<file path="src/logic/msel_defines.vh">
// Register offsets, field positions, reset values and timing counts for the media select block
`ifndef MSEL_DEFINES_VH
`define MSEL_DEFINES_VH

// Word indices; byte address is index times 16 plus port times 4
`define MSEL_IDX_CTRL        8'h17
`define MSEL_IDX_MEDIA_STAT  8'h20
`define MSEL_IDX_PD_CTRL     8'h23
`define MSEL_IDX_INT_STAT    8'h26
`define MSEL_IDX_AN_CTRL     8'h00
`define MSEL_IDX_LINK_STAT   8'h01
`define MSEL_IDX_RING_CTRL   8'h30

// Field positions
`define MSEL_BIT_SERDES_PREF 11
`define MSEL_BIT_MODE_LO     8
`define MSEL_BIT_MEDIA_LO    6
`define MSEL_BIT_PD_EN       10
`define MSEL_BIT_PD_RES_LO   8
`define MSEL_BIT_PD_INT      9
`define MSEL_BIT_AN_EN       12
`define MSEL_BIT_LINK        2
`define MSEL_BIT_RING_SWAP   0
`define MSEL_BIT_RING_MASTER 1
`define MSEL_BIT_STRAP       4

// Media chosen
`define MSEL_MEDIA_NONE      2'b00
`define MSEL_MEDIA_COPPER    2'b01
`define MSEL_MEDIA_SERDES    2'b10

// SerDes media modes
`define MSEL_MODE_1000X      2'b00
`define MSEL_MODE_100FX      2'b01
`define MSEL_MODE_SGMII      2'b10

// Detection results
`define MSEL_PD_SEARCH       2'b00
`define MSEL_PD_FOUND        2'b01
`define MSEL_PD_NONE         2'b10

// Reset values
`define MSEL_RST_CTRL        16'h0000
`define MSEL_RST_AN_EN       1'b1

// Detection window in microseconds and in clock cycles
`define MSEL_PD_TIME_US      5000
`define MSEL_CLK_MHZ         25
`define MSEL_PD_CYCLES       (`MSEL_PD_TIME_US * `MSEL_CLK_MHZ)

`define MSEL_NPORTS          4
`endif

</file>
<file path="src/logic/msel_port.v">
// One port of media selection, powered-device detection and timing swap
`timescale 1ns/1ps
`include "msel_defines.vh"
module msel_port #(
  parameter PD_CYCLES = `MSEL_PD_CYCLES
) (
  input  wire        clk_i,
  input  wire        rst_i,
  input  wire        serdes_pref_i,
  input  wire        pd_en_i,
  input  wire        an_en_i,
  input  wire        ring_swap_i,
  input  wire        ring_master_i,
  input  wire        int_rd_i,
  input  wire        cu_link_i,
  input  wire        cu_try_i,
  input  wire        sd_link_i,
  input  wire        flp_loop_i,
  input  wire        rx_lock_i,
  output reg  [1:0]  media_o,
  output wire        cu_allow_o,
  output reg  [1:0]  pd_res_o,
  output reg         pd_int_o,
  output wire        pd_flp_tx_o,
  output wire        an_run_o,
  output wire        link_up_o,
  output reg         use_rcv_clk_o,
  output reg         freeze_rec_o
);

  localparam ST_OFF  = 2'd0;
  localparam ST_SRCH = 2'd1;
  localparam ST_AN   = 2'd2;
  localparam ST_HOLD = 2'd3;

  reg  [1:0]  pd_st_r;
  reg  [31:0] pd_cnt_r;
  reg         an_seen_r;
  reg  [1:0]  media_nxt;
  wire        cu_lnk_ok;

  assign cu_allow_o = ~(serdes_pref_i & sd_link_i);
  assign cu_lnk_ok  = cu_link_i & cu_allow_o;
  assign link_up_o  = (media_o == `MSEL_MEDIA_COPPER) ? cu_lnk_ok :
                      (media_o == `MSEL_MEDIA_SERDES) ? sd_link_i : 1'b0;

  always @* begin
    media_nxt = `MSEL_MEDIA_NONE;
    if (serdes_pref_i) begin
      if (sd_link_i)
        media_nxt = `MSEL_MEDIA_SERDES;
      else if (cu_link_i)
        media_nxt = `MSEL_MEDIA_COPPER;
    end else begin
      if (cu_link_i || (cu_try_i && sd_link_i && media_o == `MSEL_MEDIA_COPPER))
        media_nxt = `MSEL_MEDIA_COPPER;
      else if (sd_link_i)
        media_nxt = `MSEL_MEDIA_SERDES;
    end
  end

  always @(posedge clk_i) begin
    if (rst_i)
      media_o <= `MSEL_MEDIA_NONE;
    else
      media_o <= media_nxt;
  end

  assign pd_flp_tx_o = (pd_st_r == ST_SRCH);
  assign an_run_o    = an_en_i & (pd_st_r != ST_SRCH);

  always @(posedge clk_i) begin
    if (rst_i) begin
      pd_st_r  <= ST_OFF;
      pd_cnt_r <= 32'h0000_0000;
      pd_res_o <= `MSEL_PD_SEARCH;
      pd_int_o <= 1'b0;
      an_seen_r <= 1'b0;
    end else begin
      // Read clears unless a new event
      if (int_rd_i)
        pd_int_o <= 1'b0;
      case (pd_st_r)
        ST_OFF: begin
          pd_res_o <= `MSEL_PD_SEARCH;
          pd_cnt_r <= 32'h0000_0000;
          if (pd_en_i && an_en_i)
            pd_st_r <= ST_SRCH;
        end
        ST_SRCH: begin
          pd_res_o <= `MSEL_PD_SEARCH;
          pd_cnt_r <= pd_cnt_r + 32'h0000_0001;
          if (!pd_en_i || !an_en_i) begin
            pd_st_r <= ST_OFF;
          end else if (flp_loop_i) begin
            pd_res_o <= `MSEL_PD_FOUND;
            pd_int_o <= 1'b1;
            pd_st_r  <= ST_HOLD;
          end else if (pd_cnt_r >= PD_CYCLES - 1) begin
            pd_res_o  <= `MSEL_PD_NONE;
            an_seen_r <= 1'b0;
            pd_st_r   <= ST_AN;
          end
        end
        ST_HOLD: begin
          if (!pd_en_i)
            pd_st_r <= ST_OFF;
        end
        ST_AN: begin
          pd_cnt_r <= 32'h0000_0000;
          if (link_up_o)
            an_seen_r <= 1'b1;
          if (!pd_en_i) begin
            pd_st_r <= ST_OFF;
          end else if (an_seen_r && !link_up_o) begin
            // Only a link that was up can fail; a quiet cable stays in negotiation
            pd_res_o  <= `MSEL_PD_SEARCH;
            an_seen_r <= 1'b0;
            pd_st_r   <= ST_SRCH;
          end
        end
        default: pd_st_r <= ST_OFF;
      endcase
    end
  end

  always @(posedge clk_i) begin
    if (rst_i) begin
      use_rcv_clk_o <= 1'b0;
      freeze_rec_o  <= 1'b0;
    end else if (!ring_swap_i || !link_up_o) begin
      use_rcv_clk_o <= 1'b0;
      freeze_rec_o  <= 1'b0;
    end else if (ring_master_i) begin
      freeze_rec_o  <= 1'b0;
      // Move to recovered clock only after lock, so the swap is smooth
      if (rx_lock_i)
        use_rcv_clk_o <= 1'b1;
    end else begin
      use_rcv_clk_o <= 1'b1;
      freeze_rec_o  <= 1'b1;
    end
  end

endmodule // msel_port

</file>
<file path="src/logic/msel_top.v">
// Four-port media select, powered-device detection and ring swap with Wishbone registers
`timescale 1ns/1ps
`include "msel_defines.vh"
module msel_top #(
  parameter PD_CYCLES = `MSEL_PD_CYCLES
) (
  input  wire        clk_i,
  input  wire        rst_i,
  input  wire        cyc_i,
  input  wire        stb_i,
  input  wire        we_i,
  input  wire [9:0]  adr_i,
  input  wire [3:0]  sel_i,
  input  wire [31:0] dat_i,
  output reg  [31:0] dat_o,
  output reg         ack_o,
  input  wire        ref_rate_strap_i,
  input  wire [3:0]  cu_link_i,
  input  wire [3:0]  cu_try_i,
  input  wire [3:0]  sd_link_i,
  input  wire [3:0]  flp_loop_i,
  input  wire [3:0]  rx_lock_i,
  output wire [3:0]  cu_allow_o,
  output wire [3:0]  pd_flp_tx_o,
  output wire [3:0]  an_run_o,
  output wire [3:0]  use_rcv_clk_o,
  output wire [3:0]  freeze_rec_o,
  output wire [7:0]  sd_mode_o,
  output reg         ref_125_o,
  output wire        int_o
);

  reg  [3:0]  pref_r;
  reg  [7:0]  mode_r;
  reg  [3:0]  pd_en_r;
  reg  [3:0]  an_en_r;
  reg  [3:0]  swap_r;
  reg  [3:0]  master_r;
  reg         strap_done_r;
  reg  [3:0]  int_rd;
  wire [7:0]  media;
  wire [7:0]  pd_res;
  wire [3:0]  pd_int;
  wire [3:0]  link_up;
  wire        req;
  wire        wr;
  wire [1:0]  port;
  wire [7:0]  idx;
  reg  [31:0] rd_nxt;

  assign req  = cyc_i & stb_i & ~ack_o;
  // Writes land at the edge where the master samples ack, so a held request writes once
  assign wr   = cyc_i & stb_i & ack_o & we_i & sel_i[1] & sel_i[0];
  // Byte address: word index in bits 9:4, port in bits 3:2
  assign port = adr_i[3:2];
  assign idx  = {2'b00, adr_i[9:4]};
  assign sd_mode_o = mode_r;
  assign int_o = |pd_int;

  always @(posedge clk_i) begin
    if (rst_i) begin
      strap_done_r <= 1'b0;
      ref_125_o    <= 1'b0;
    end else if (!strap_done_r) begin
      strap_done_r <= 1'b1;
      ref_125_o    <= ref_rate_strap_i;
    end
  end

  always @(posedge clk_i) begin
    if (rst_i) begin
      pref_r   <= 4'h0;
      mode_r   <= 8'h00;
      pd_en_r  <= 4'h0;
      an_en_r  <= {4{`MSEL_RST_AN_EN}};
      swap_r   <= 4'h0;
      master_r <= 4'h0;
    end else if (wr) begin
      case (idx)
        `MSEL_IDX_CTRL: begin
          pref_r[port]         <= dat_i[`MSEL_BIT_SERDES_PREF];
          mode_r[port*2 +: 2]  <= dat_i[`MSEL_BIT_MODE_LO +: 2];
        end
        `MSEL_IDX_PD_CTRL:   pd_en_r[port]  <= dat_i[`MSEL_BIT_PD_EN];
        `MSEL_IDX_AN_CTRL:   an_en_r[port]  <= dat_i[`MSEL_BIT_AN_EN];
        `MSEL_IDX_RING_CTRL: begin
          swap_r[port]   <= dat_i[`MSEL_BIT_RING_SWAP];
          master_r[port] <= dat_i[`MSEL_BIT_RING_MASTER];
        end
        default: ;
      endcase
    end
  end

  always @* begin
    rd_nxt = 32'h0000_0000;
    int_rd = 4'h0;
    case (idx)
      `MSEL_IDX_CTRL: begin
        rd_nxt[`MSEL_BIT_SERDES_PREF]    = pref_r[port];
        rd_nxt[`MSEL_BIT_MODE_LO +: 2]   = mode_r[port*2 +: 2];
        rd_nxt[`MSEL_BIT_STRAP]          = ref_125_o;
      end
      `MSEL_IDX_MEDIA_STAT: rd_nxt[`MSEL_BIT_MEDIA_LO +: 2] = media[port*2 +: 2];
      `MSEL_IDX_PD_CTRL: begin
        rd_nxt[`MSEL_BIT_PD_EN]          = pd_en_r[port];
        rd_nxt[`MSEL_BIT_PD_RES_LO +: 2] = pd_res[port*2 +: 2];
      end
      `MSEL_IDX_INT_STAT: begin
        rd_nxt[`MSEL_BIT_PD_INT] = pd_int[port];
        int_rd[port] = req & ~we_i;
      end
      `MSEL_IDX_AN_CTRL:   rd_nxt[`MSEL_BIT_AN_EN] = an_en_r[port];
      `MSEL_IDX_LINK_STAT: rd_nxt[`MSEL_BIT_LINK] = link_up[port];
      `MSEL_IDX_RING_CTRL: begin
        rd_nxt[`MSEL_BIT_RING_SWAP]   = swap_r[port];
        rd_nxt[`MSEL_BIT_RING_MASTER] = master_r[port];
      end
      default: rd_nxt = 32'h0000_0000;
    endcase
  end

  // One-wait-state answer; unmapped addresses read zero and ignore writes
  always @(posedge clk_i) begin
    if (rst_i) begin
      ack_o <= 1'b0;
      dat_o <= 32'h0000_0000;
    end else begin
      ack_o <= req;
      if (req && !we_i)
        dat_o <= rd_nxt;
    end
  end

  genvar g;
  generate
    for (g = 0; g < `MSEL_NPORTS; g = g + 1) begin : g_port
      msel_port #(.PD_CYCLES(PD_CYCLES)) u_port (
        .clk_i         (clk_i),
        .rst_i         (rst_i),
        .serdes_pref_i (pref_r[g]),
        .pd_en_i       (pd_en_r[g]),
        .an_en_i       (an_en_r[g]),
        .ring_swap_i   (swap_r[g]),
        .ring_master_i (master_r[g]),
        .int_rd_i      (int_rd[g]),
        .cu_link_i     (cu_link_i[g]),
        .cu_try_i      (cu_try_i[g]),
        .sd_link_i     (sd_link_i[g]),
        .flp_loop_i    (flp_loop_i[g]),
        .rx_lock_i     (rx_lock_i[g]),
        .media_o       (media[g*2 +: 2]),
        .cu_allow_o    (cu_allow_o[g]),
        .pd_res_o      (pd_res[g*2 +: 2]),
        .pd_int_o      (pd_int[g]),
        .pd_flp_tx_o   (pd_flp_tx_o[g]),
        .an_run_o      (an_run_o[g]),
        .link_up_o     (link_up[g]),
        .use_rcv_clk_o (use_rcv_clk_o[g]),
        .freeze_rec_o  (freeze_rec_o[g])
      );
    end
  endgenerate

endmodule // msel_top

</file>
<file path="config.mk">
export PLATFORM = sky130hd
export DESIGN_NAME = msel_top
export DESIGN_NICKNAME = d
export VERILOG_FILES = /design/src/logic/msel_port.v /design/src/logic/msel_top.v
export VERILOG_INCLUDE_DIRS = /design/src /design/src/logic
export SDC_FILE = /design/constraint.sdc
export NUM_CORES = 1
export LEC_CHECK = 0
export BUFFER_PORTS_ARGS = -buffer_cell sky130_fd_sc_hd__buf_2
export CAP_MARGIN = 40
export CORE_ASPECT_RATIO = 1.5
export CORE_MARGIN = 4
export CORE_UTILIZATION = 45
export CTS_BUF_LIST = sky130_fd_sc_hd__clkbuf_4 sky130_fd_sc_hd__clkbuf_8
export DETAILED_ROUTE_END_ITERATION = 12
export PLACE_DENSITY = 0.74
export SYNTH_ARGS = -nofsm -noshare
export SYNTH_HDL_FRONTEND = slang
export SYNTH_SLANG_ARGS = --single-unit
</file>
<file path="constraint.sdc">
create_clock -name clk_i -period 2.5 [get_ports clk_i]
set_input_delay 0.25 -clock clk_i [delete_from_list [all_inputs] [get_ports clk_i]]
set_output_delay 0.25 -clock clk_i [all_outputs]
set_load 0.05 [all_outputs]
</file>
; ---- Word-level counts from Yosys, hierarchy flattened
; Cells that the tools add are included.
[totals]
regBits = 210
[classes]
add_sub_neg = 5
n_lt_le_gt_ge = 6
n_eq_ne = 70
shift = 5
n_mux = 177
n_bitwise = 26
n_reduce_logical = 89
[op_table]
columns = op, count
row1 = 32-bit case mux with 2 select lines, 4
row2 = 2-bit 2-to-1 mux, 66
row3 = 32-bit by 1-bit adder with 32-bit output (second input constant), 4
row4 = 32-bit by 17-bit >= comparator with 1-bit output (second input constant), 4
row5 = 1-bit 2-to-1 mux, 78
row6 = 2-bit inequality test (second input constant), 24
row7 = 3-bit negation with 34-bit output, 1
row8 = 2-bit by 34-bit variable shift with 8-bit output (first input constant), 1
row9 = 2-bit by 34-bit indexed part select with 8-bit output, 1
row10 = 2-bit case mux with 4 select lines, 4
row11 = 4-bit AND reduction, 8
row12 = 2-bit equality test (second input constant), 12
row13 = 6-bit equality test (second input constant), 4
row14 = 2-bit by 1-bit inequality test with 1-bit output (second input constant), 12
row15 = 2-bit case mux with 3 select lines, 4
row16 = 8-bit by 4-bit indexed part select with 2-bit output, 3
row17 = 4-bit bitwise mux, 5
row18 = 1-bit AND, 19
row19 = 1-bit logical AND, 18
row20 = 1-bit zero test, 17
row21 = 2-bit by 1-bit equality test with 1-bit output (second input constant), 8
row22 = 4-bit inequality test (second input constant), 4
row23 = 2-bit nonzero test, 8
row24 = 2-bit OR reduction, 8
row25 = other kinds (20), 61

; ---- Depth between registers and ports, before layout
[logic_depth]
depth_word = 10
ltp_mapped = 9
mapped_depth_nobuf = 6

; ---- Cells and area by module
; From an unflattened synthesis, not the netlist that was laid out.
[hier_totals]
cells_unflattened = 1231
area_unflattened_um2 = 10674.0
[by_module_without_submodules]
columns = module, instances, cells_per_inst, area_each_um2
row1 = msel_port, 4, 241, 2058.2
row2 = msel_top, 1, 267, 2441.1

; ---- Worst setup path before layout
; No wires, ideal clock.
[synth_path]
kind = register to register
start = register ack_o
end = register pd_en_r[2]
setup_time_ns = 0.128
arrival_ns = 1.863
required_time_ns = 2.372
slack_ns = 0.509
stages_incl_launch_ff = 7
period_less_slack_ns = 1.991
cell_sequence = dfxtp_1 > nand4_1 > nor2_1 > clkbuf_1 > nand3_1 > mux2i_1 > nor2_1
[synth_via]
elab_chain_cells = 5
[synth_lines]
columns = item, line_no
row1 = from (decl), msel_top.v:16  ; output reg ack_o,
row2 = from (signal assigned), msel_top.v:129  ; ack_o <= req;
row3 = 1-bit AND (4 in a row), msel_top.v:53  ; assign wr = cyc_i & stb_i & ack_o & we_i & sel_i[1] & sel_i[0];
row4 = 2-bit AND reduction (no source line), n/a
row5 = "to (signal, indexed assignment)", msel_top.v:84  ; `MSEL_IDX_PD_CTRL: pd_en_r[port] <= dat_i[`MSEL_BIT_PD_EN];
row6 = to (decl), msel_top.v:35  ; reg [3:0] pd_en_r;
; Every way passes these cells.
; A chain may end at the register's enable or synchronous reset.

; ---- Final worst setup path
[layout_path]
start = register g_port[0].u_port.pd_cnt_r[0]
end = register g_port[0].u_port.pd_res_o[1]
[layout_via]
elab_chain_cells = 5
[layout_lines]
columns = item, line_no
row1 = from (decl), msel_port.v:37  ; reg [31:0] pd_cnt_r;
row2 = from (signal assigned), msel_port.v:92  ; pd_cnt_r <= pd_cnt_r + 32'h0000_0001;
row3 = 32-bit by 17-bit >= comparator with 1-bit output, msel_port.v:99  ; end else if (pd_cnt_r >= PD_CYCLES - 1) begin
row4 = 2-bit 2-to-1 mux, msel_port.v:99
row5 = 2-bit 2-to-1 mux, msel_port.v:95  ; end else if (flp_loop_i) begin
row6 = 2-bit 2-to-1 mux, msel_port.v:93  ; if (!pd_en_i || !an_en_i) begin
row7 = 2-bit case mux with 3 select lines, msel_port.v:83  ; case (pd_st_r)
row8 = to (signal assigned), msel_port.v:85  ; pd_res_o <= `MSEL_PD_SEARCH;
row9 = to (signal assigned), msel_port.v:96  ; pd_res_o <= `MSEL_PD_FOUND;
row10 = to (signal assigned), msel_port.v:100  ; pd_res_o <= `MSEL_PD_NONE;
row11 = to (decl), msel_port.v:22  ; output reg [1:0] pd_res_o,
; Every way passes these cells.

==> summary.md <==
| Metric | Value |
|---|---|
| Cell chosen for the clock root | `sky130_fd_sc_hd__clkbuf_8` |
| Number of nets in the layout | `1,377` |
| Setup Buffers After CTS | `0` |
| Placer Congestion | `0.856` |
| First-pass GRT wire length | `40,200 um` |
| Crit. End Element | `register` |
| Global-route usage over all layers | `0.187` |
| Total vias in the final route | `9,019` |
| Wire per inst | `15.6 um` |
| Clock latency on the worst-skew pair | `0.53 ns` |
| Worst Tran Pin Value | `0.650 ns` |
| Initial standard-cell utilization of the core | `0.458` |
| Type of the worst setup path | `reg -> reg` |
| Final Instance Area | `11,600 um^2` |
| Number of buffers on the longest clock path | `3` |
| Layout overhead on the synthesized area | `13.1%` |
| Synth warnings | `0` |
| Final hold violation count | `0` |
| Number of placement rows | `67` |
| Quantity of gates resized following cts | `0` |
| Flip-flop and latch count after synthesis | `210` |
| Gate Count Post-Synth | `1,204` |
| Arrival time of data at the critical path endpoint | `2.50 ns` |
| Post-route ant nets | `0` |
| Die area | `25,400 um^2` |
| Sequential share of the synthesized area | `0.409` |
| Sum of negative setup slack | `0 ns` |
| Leakage power of the design | `4.14 nW` |
| Post-layout worst setup margin | `0.428 ns` |
| Worst-path fanout max | `4` |
| Reported max-cap violation count | `0` |
| RSZ-0062 raised after global routing | `false` |
| Slack of the worst reg-to-reg path | `0.43 ns` |
| Total Routed Length | `24,700 um` |
| Share of synthesized flip-flops with an asynchronous set or reset | `0` |
| Number of flops mapped to enable cells by yosys | `0` |
| Vias in the first global route | `8,585` |
| Floorplan Core Area | `22,500 um^2` |
| Path category of the worst min-delay check | `in -> reg` |
| Number of buffers inserted for hold repair after clock tree synthesis | `13` |
| Final period utilization | `0.829` |
| Netlist area before placement | `10,300 um^2` |
| Remaining DRCs | `0` |
| Most used flip-flop cell after synthesis | `sky130_fd_sc_hd__dfxtp_1` |
| Achievable Freq | `483 MHz` |
| Overflow left after global routing | `0` |
| Chip Width | `131 um` |
| I/O Buffers | `84` |
| HPWL after detailed placement | `17,500 um` |
| Final min period | `2.07 ns` |
| Pin count of the biggest net entering global routing | `34` |
| Detailed Routing Iterations Pass 1 | `5` |
| Clock H-tree levels | `2` |
| Final setup violation count | `0` |
| Worst slack at placement | `0.446 ns` |
| Critical Path RT | `2.92 ns` |
| Run status | `completed` |
| Worst ir drop on vdd | `400 uV` |
| CTS tree | `built` |
| Initial antenna violation count | `3` |
| Floorplan die height | `193 um` |
| Worst-case clock skew | `0.0238 ns` |
| Num Clock Sinks | `210` |
| Total count of max-transition violations in the final report | `0` |
| Inserted Clock Buffers | `35` |
| Total I/O pin count | `135` |
| Power per cell area | `577 nW/um^2` |
| Ant diodes | `0` |
| Mean instance size in the synthesized netlist | `8.55 um^2` |
| Count of distinct cell types in the synthesized netlist | `73` |
| Vias per cell | `5.68` |
| Total placed instance area | `10,800 um^2` |
| Clock input transition at the sequential cells of the worst setup and hold paths | `0.06 ns` |
| Fraction of final layout cells with drive strength greater than 1 | `0.151` |
| Critical path startpoint category | `register` |
| Drt initial violations | `598` |
| Max_slew headroom | `0.562` |
==> where the power goes <==
| group | internal, mW | total (mW) | switching [mW] |
|---|---|---|---|
| registers | 3.36 | 3.37 | 0.00879 |
| clock network | 1.69 | 3.04 | 1.35 |
| logic | 0.0891 | 0.303 | 0.214 |
==> registers in the layout, indices dropped and copies added (netlist names) <==
signal                       cells
pd_en_r                          4
strap_done_r                     1
swap_r                           4
dat_o                           11
sd_mode_o                        8
g_port.u_port.use_rcv_clk_o      4
g_port.u_port.an_seen_r          4
g_port.u_port.pd_int_o           4
master_r                         4
ack_o                            1
g_port.u_port.pd_cnt_r         128
an_en_r                          4
g_port.u_port.freeze_rec_o       4
ref_125_o                        1
g_port.u_port.pd_st_r            8
g_port.u_port.pd_res_o           8
g_port.u_port.media_o            8
pref_r                           4
==> synth_stat cells, drive strengths merged (2+ instances only) <==
master | number | area, um^2
and2 | 9 | 56.3
ha | 12 | 150
o31ai | 4 | 30.0
o311a | 2 | 20.0
or4 | 3 | 26.3
nor2b | 18 | 113
and4 | 14 | 124
a21o | 3 | 22.5
nand2b | 2 | 12.5
buf | 62 | 403
a32oi | 4 | 35.0
nand4 | 55 | 359
o211a | 4 | 40.0
clkbuf | 29 | 110
inv | 28 | 105
dfxtp | 210 | 4200
a21oi | 61 | 305
a32o | 2 | 20.0
mux4 | 12 | 270
nor3 | 30 | 160
or3 | 16 | 100
and3 | 19 | 119
a311o | 2 | 20.0
xnor2 | 48 | 420
a31oi | 9 | 56.3
a22oi | 2 | 15.0
nand3 | 97 | 485
nor2 | 159 | 597
a2111oi | 4 | 36.3
nand3b | 7 | 52.6
nand2 | 95 | 359
xor2 | 63 | 552
nand4b | 4 | 35.0
and3b | 3 | 26.3
nor4b | 2 | 17.5
nor4 | 39 | 314
o21ai | 30 | 150
a211oi | 7 | 52.6
mux2i | 9 | 90.1
a221oi | 4 | 35.0
==> worst max-delay path: stages (launching register included) <==
cell                       delay, ns
sky130_fd_sc_hd__dfxtp_1        0.35
sky130_fd_sc_hd__ha_1           0.23
sky130_fd_sc_hd__a2111o_1       0.42
sky130_fd_sc_hd__a311oi_1       0.33
sky130_fd_sc_hd__o21ai_1        0.23
sky130_fd_sc_hd__and3_1         0.22
sky130_fd_sc_hd__a41o_1         0.19
==> area by class of cell <==
type                    instances  area, um^2
fillers                      2124       10800
multi-input cells             895        5550
flip-flops and latches        210        4200
repair buffers                123         746
clock buffers                  55         669
well taps                     276         345
inverters                      28         105
clock inverters                 2        16.3
==> per-stage QoR <==
step	hold WS [ns]	cells	power, mW	utilization
floorplan	0.350	1224	3.64	-
finish	0.0208	1589	6.71	0.518
CTS	0.00323	1589	6.77	0.518
global placement	0.438	1519	3.72	0.482
detailed placement	0.452	1519	3.72	0.482
global route	0.00629	1589	6.93	0.518
==> layer usage <==
metal | vias up | wire length, um | GRT usage
met5 | - | 22 | 0
met4 | 6 | 649 | 0.0711
met3 | 59 | 1380 | 0.0369
met2 | 242 | 12900 | 0.354
met1 | 4292 | 9740 | 0.208
li1 | 4420 | - | -
==> cells by family after synthesis <==
group / Yosys count / share of synthesized area
other: 1 / 0.000364
and+or+nand+nor: 578 / 0.293
DFF: 210 / 0.409
buffers and inverters: 119 / 0.0601
adders and majority gates: 12 / 0.0146
xor gates and xnor gates: 111 / 0.0945
muxes: 21 / 0.0350
AOI/OAI and AO/OA: 152 / 0.0939
==> worst paths after layout <==
check	startpoint	to	cells after the start
max	g_port[0].u_port.pd_cnt_r[0]	g_port[0].u_port.pd_res_o[1]	6
min	dat_i[10]	pd_en_r[3]	3
max reg2reg	g_port[0].u_port.pd_cnt_r[0]	g_port[0].u_port.pd_res_o[1]	6
min reg2reg	g_port[1].u_port.pd_res_o[0]	g_port[1].u_port.pd_res_o[0]	2
==> cells in the final DEF, fill, tap and decap left out, types with 14 or more instances in the layout <==
master                     instances
sky130_fd_sc_hd__a21oi_1          61
sky130_fd_sc_hd__and3_1           19
sky130_fd_sc_hd__buf_2            84
sky130_fd_sc_hd__buf_4            26
sky130_fd_sc_hd__clkbuf_4         14
sky130_fd_sc_hd__clkbuf_8         41
sky130_fd_sc_hd__conb_1           21
sky130_fd_sc_hd__dfxtp_1         210
sky130_fd_sc_hd__inv_1            28
sky130_fd_sc_hd__nand2_1          94
sky130_fd_sc_hd__nand3_1          97
sky130_fd_sc_hd__nand4_1          54
sky130_fd_sc_hd__nor2_1          159
sky130_fd_sc_hd__nor2b_1          18
sky130_fd_sc_hd__nor3_1           28
sky130_fd_sc_hd__nor4_1           32
sky130_fd_sc_hd__o21ai_0          29
sky130_fd_sc_hd__or3_1            16
sky130_fd_sc_hd__xnor2_1          48
sky130_fd_sc_hd__xor2_1           63
Power figures use the tool's default switching activity.
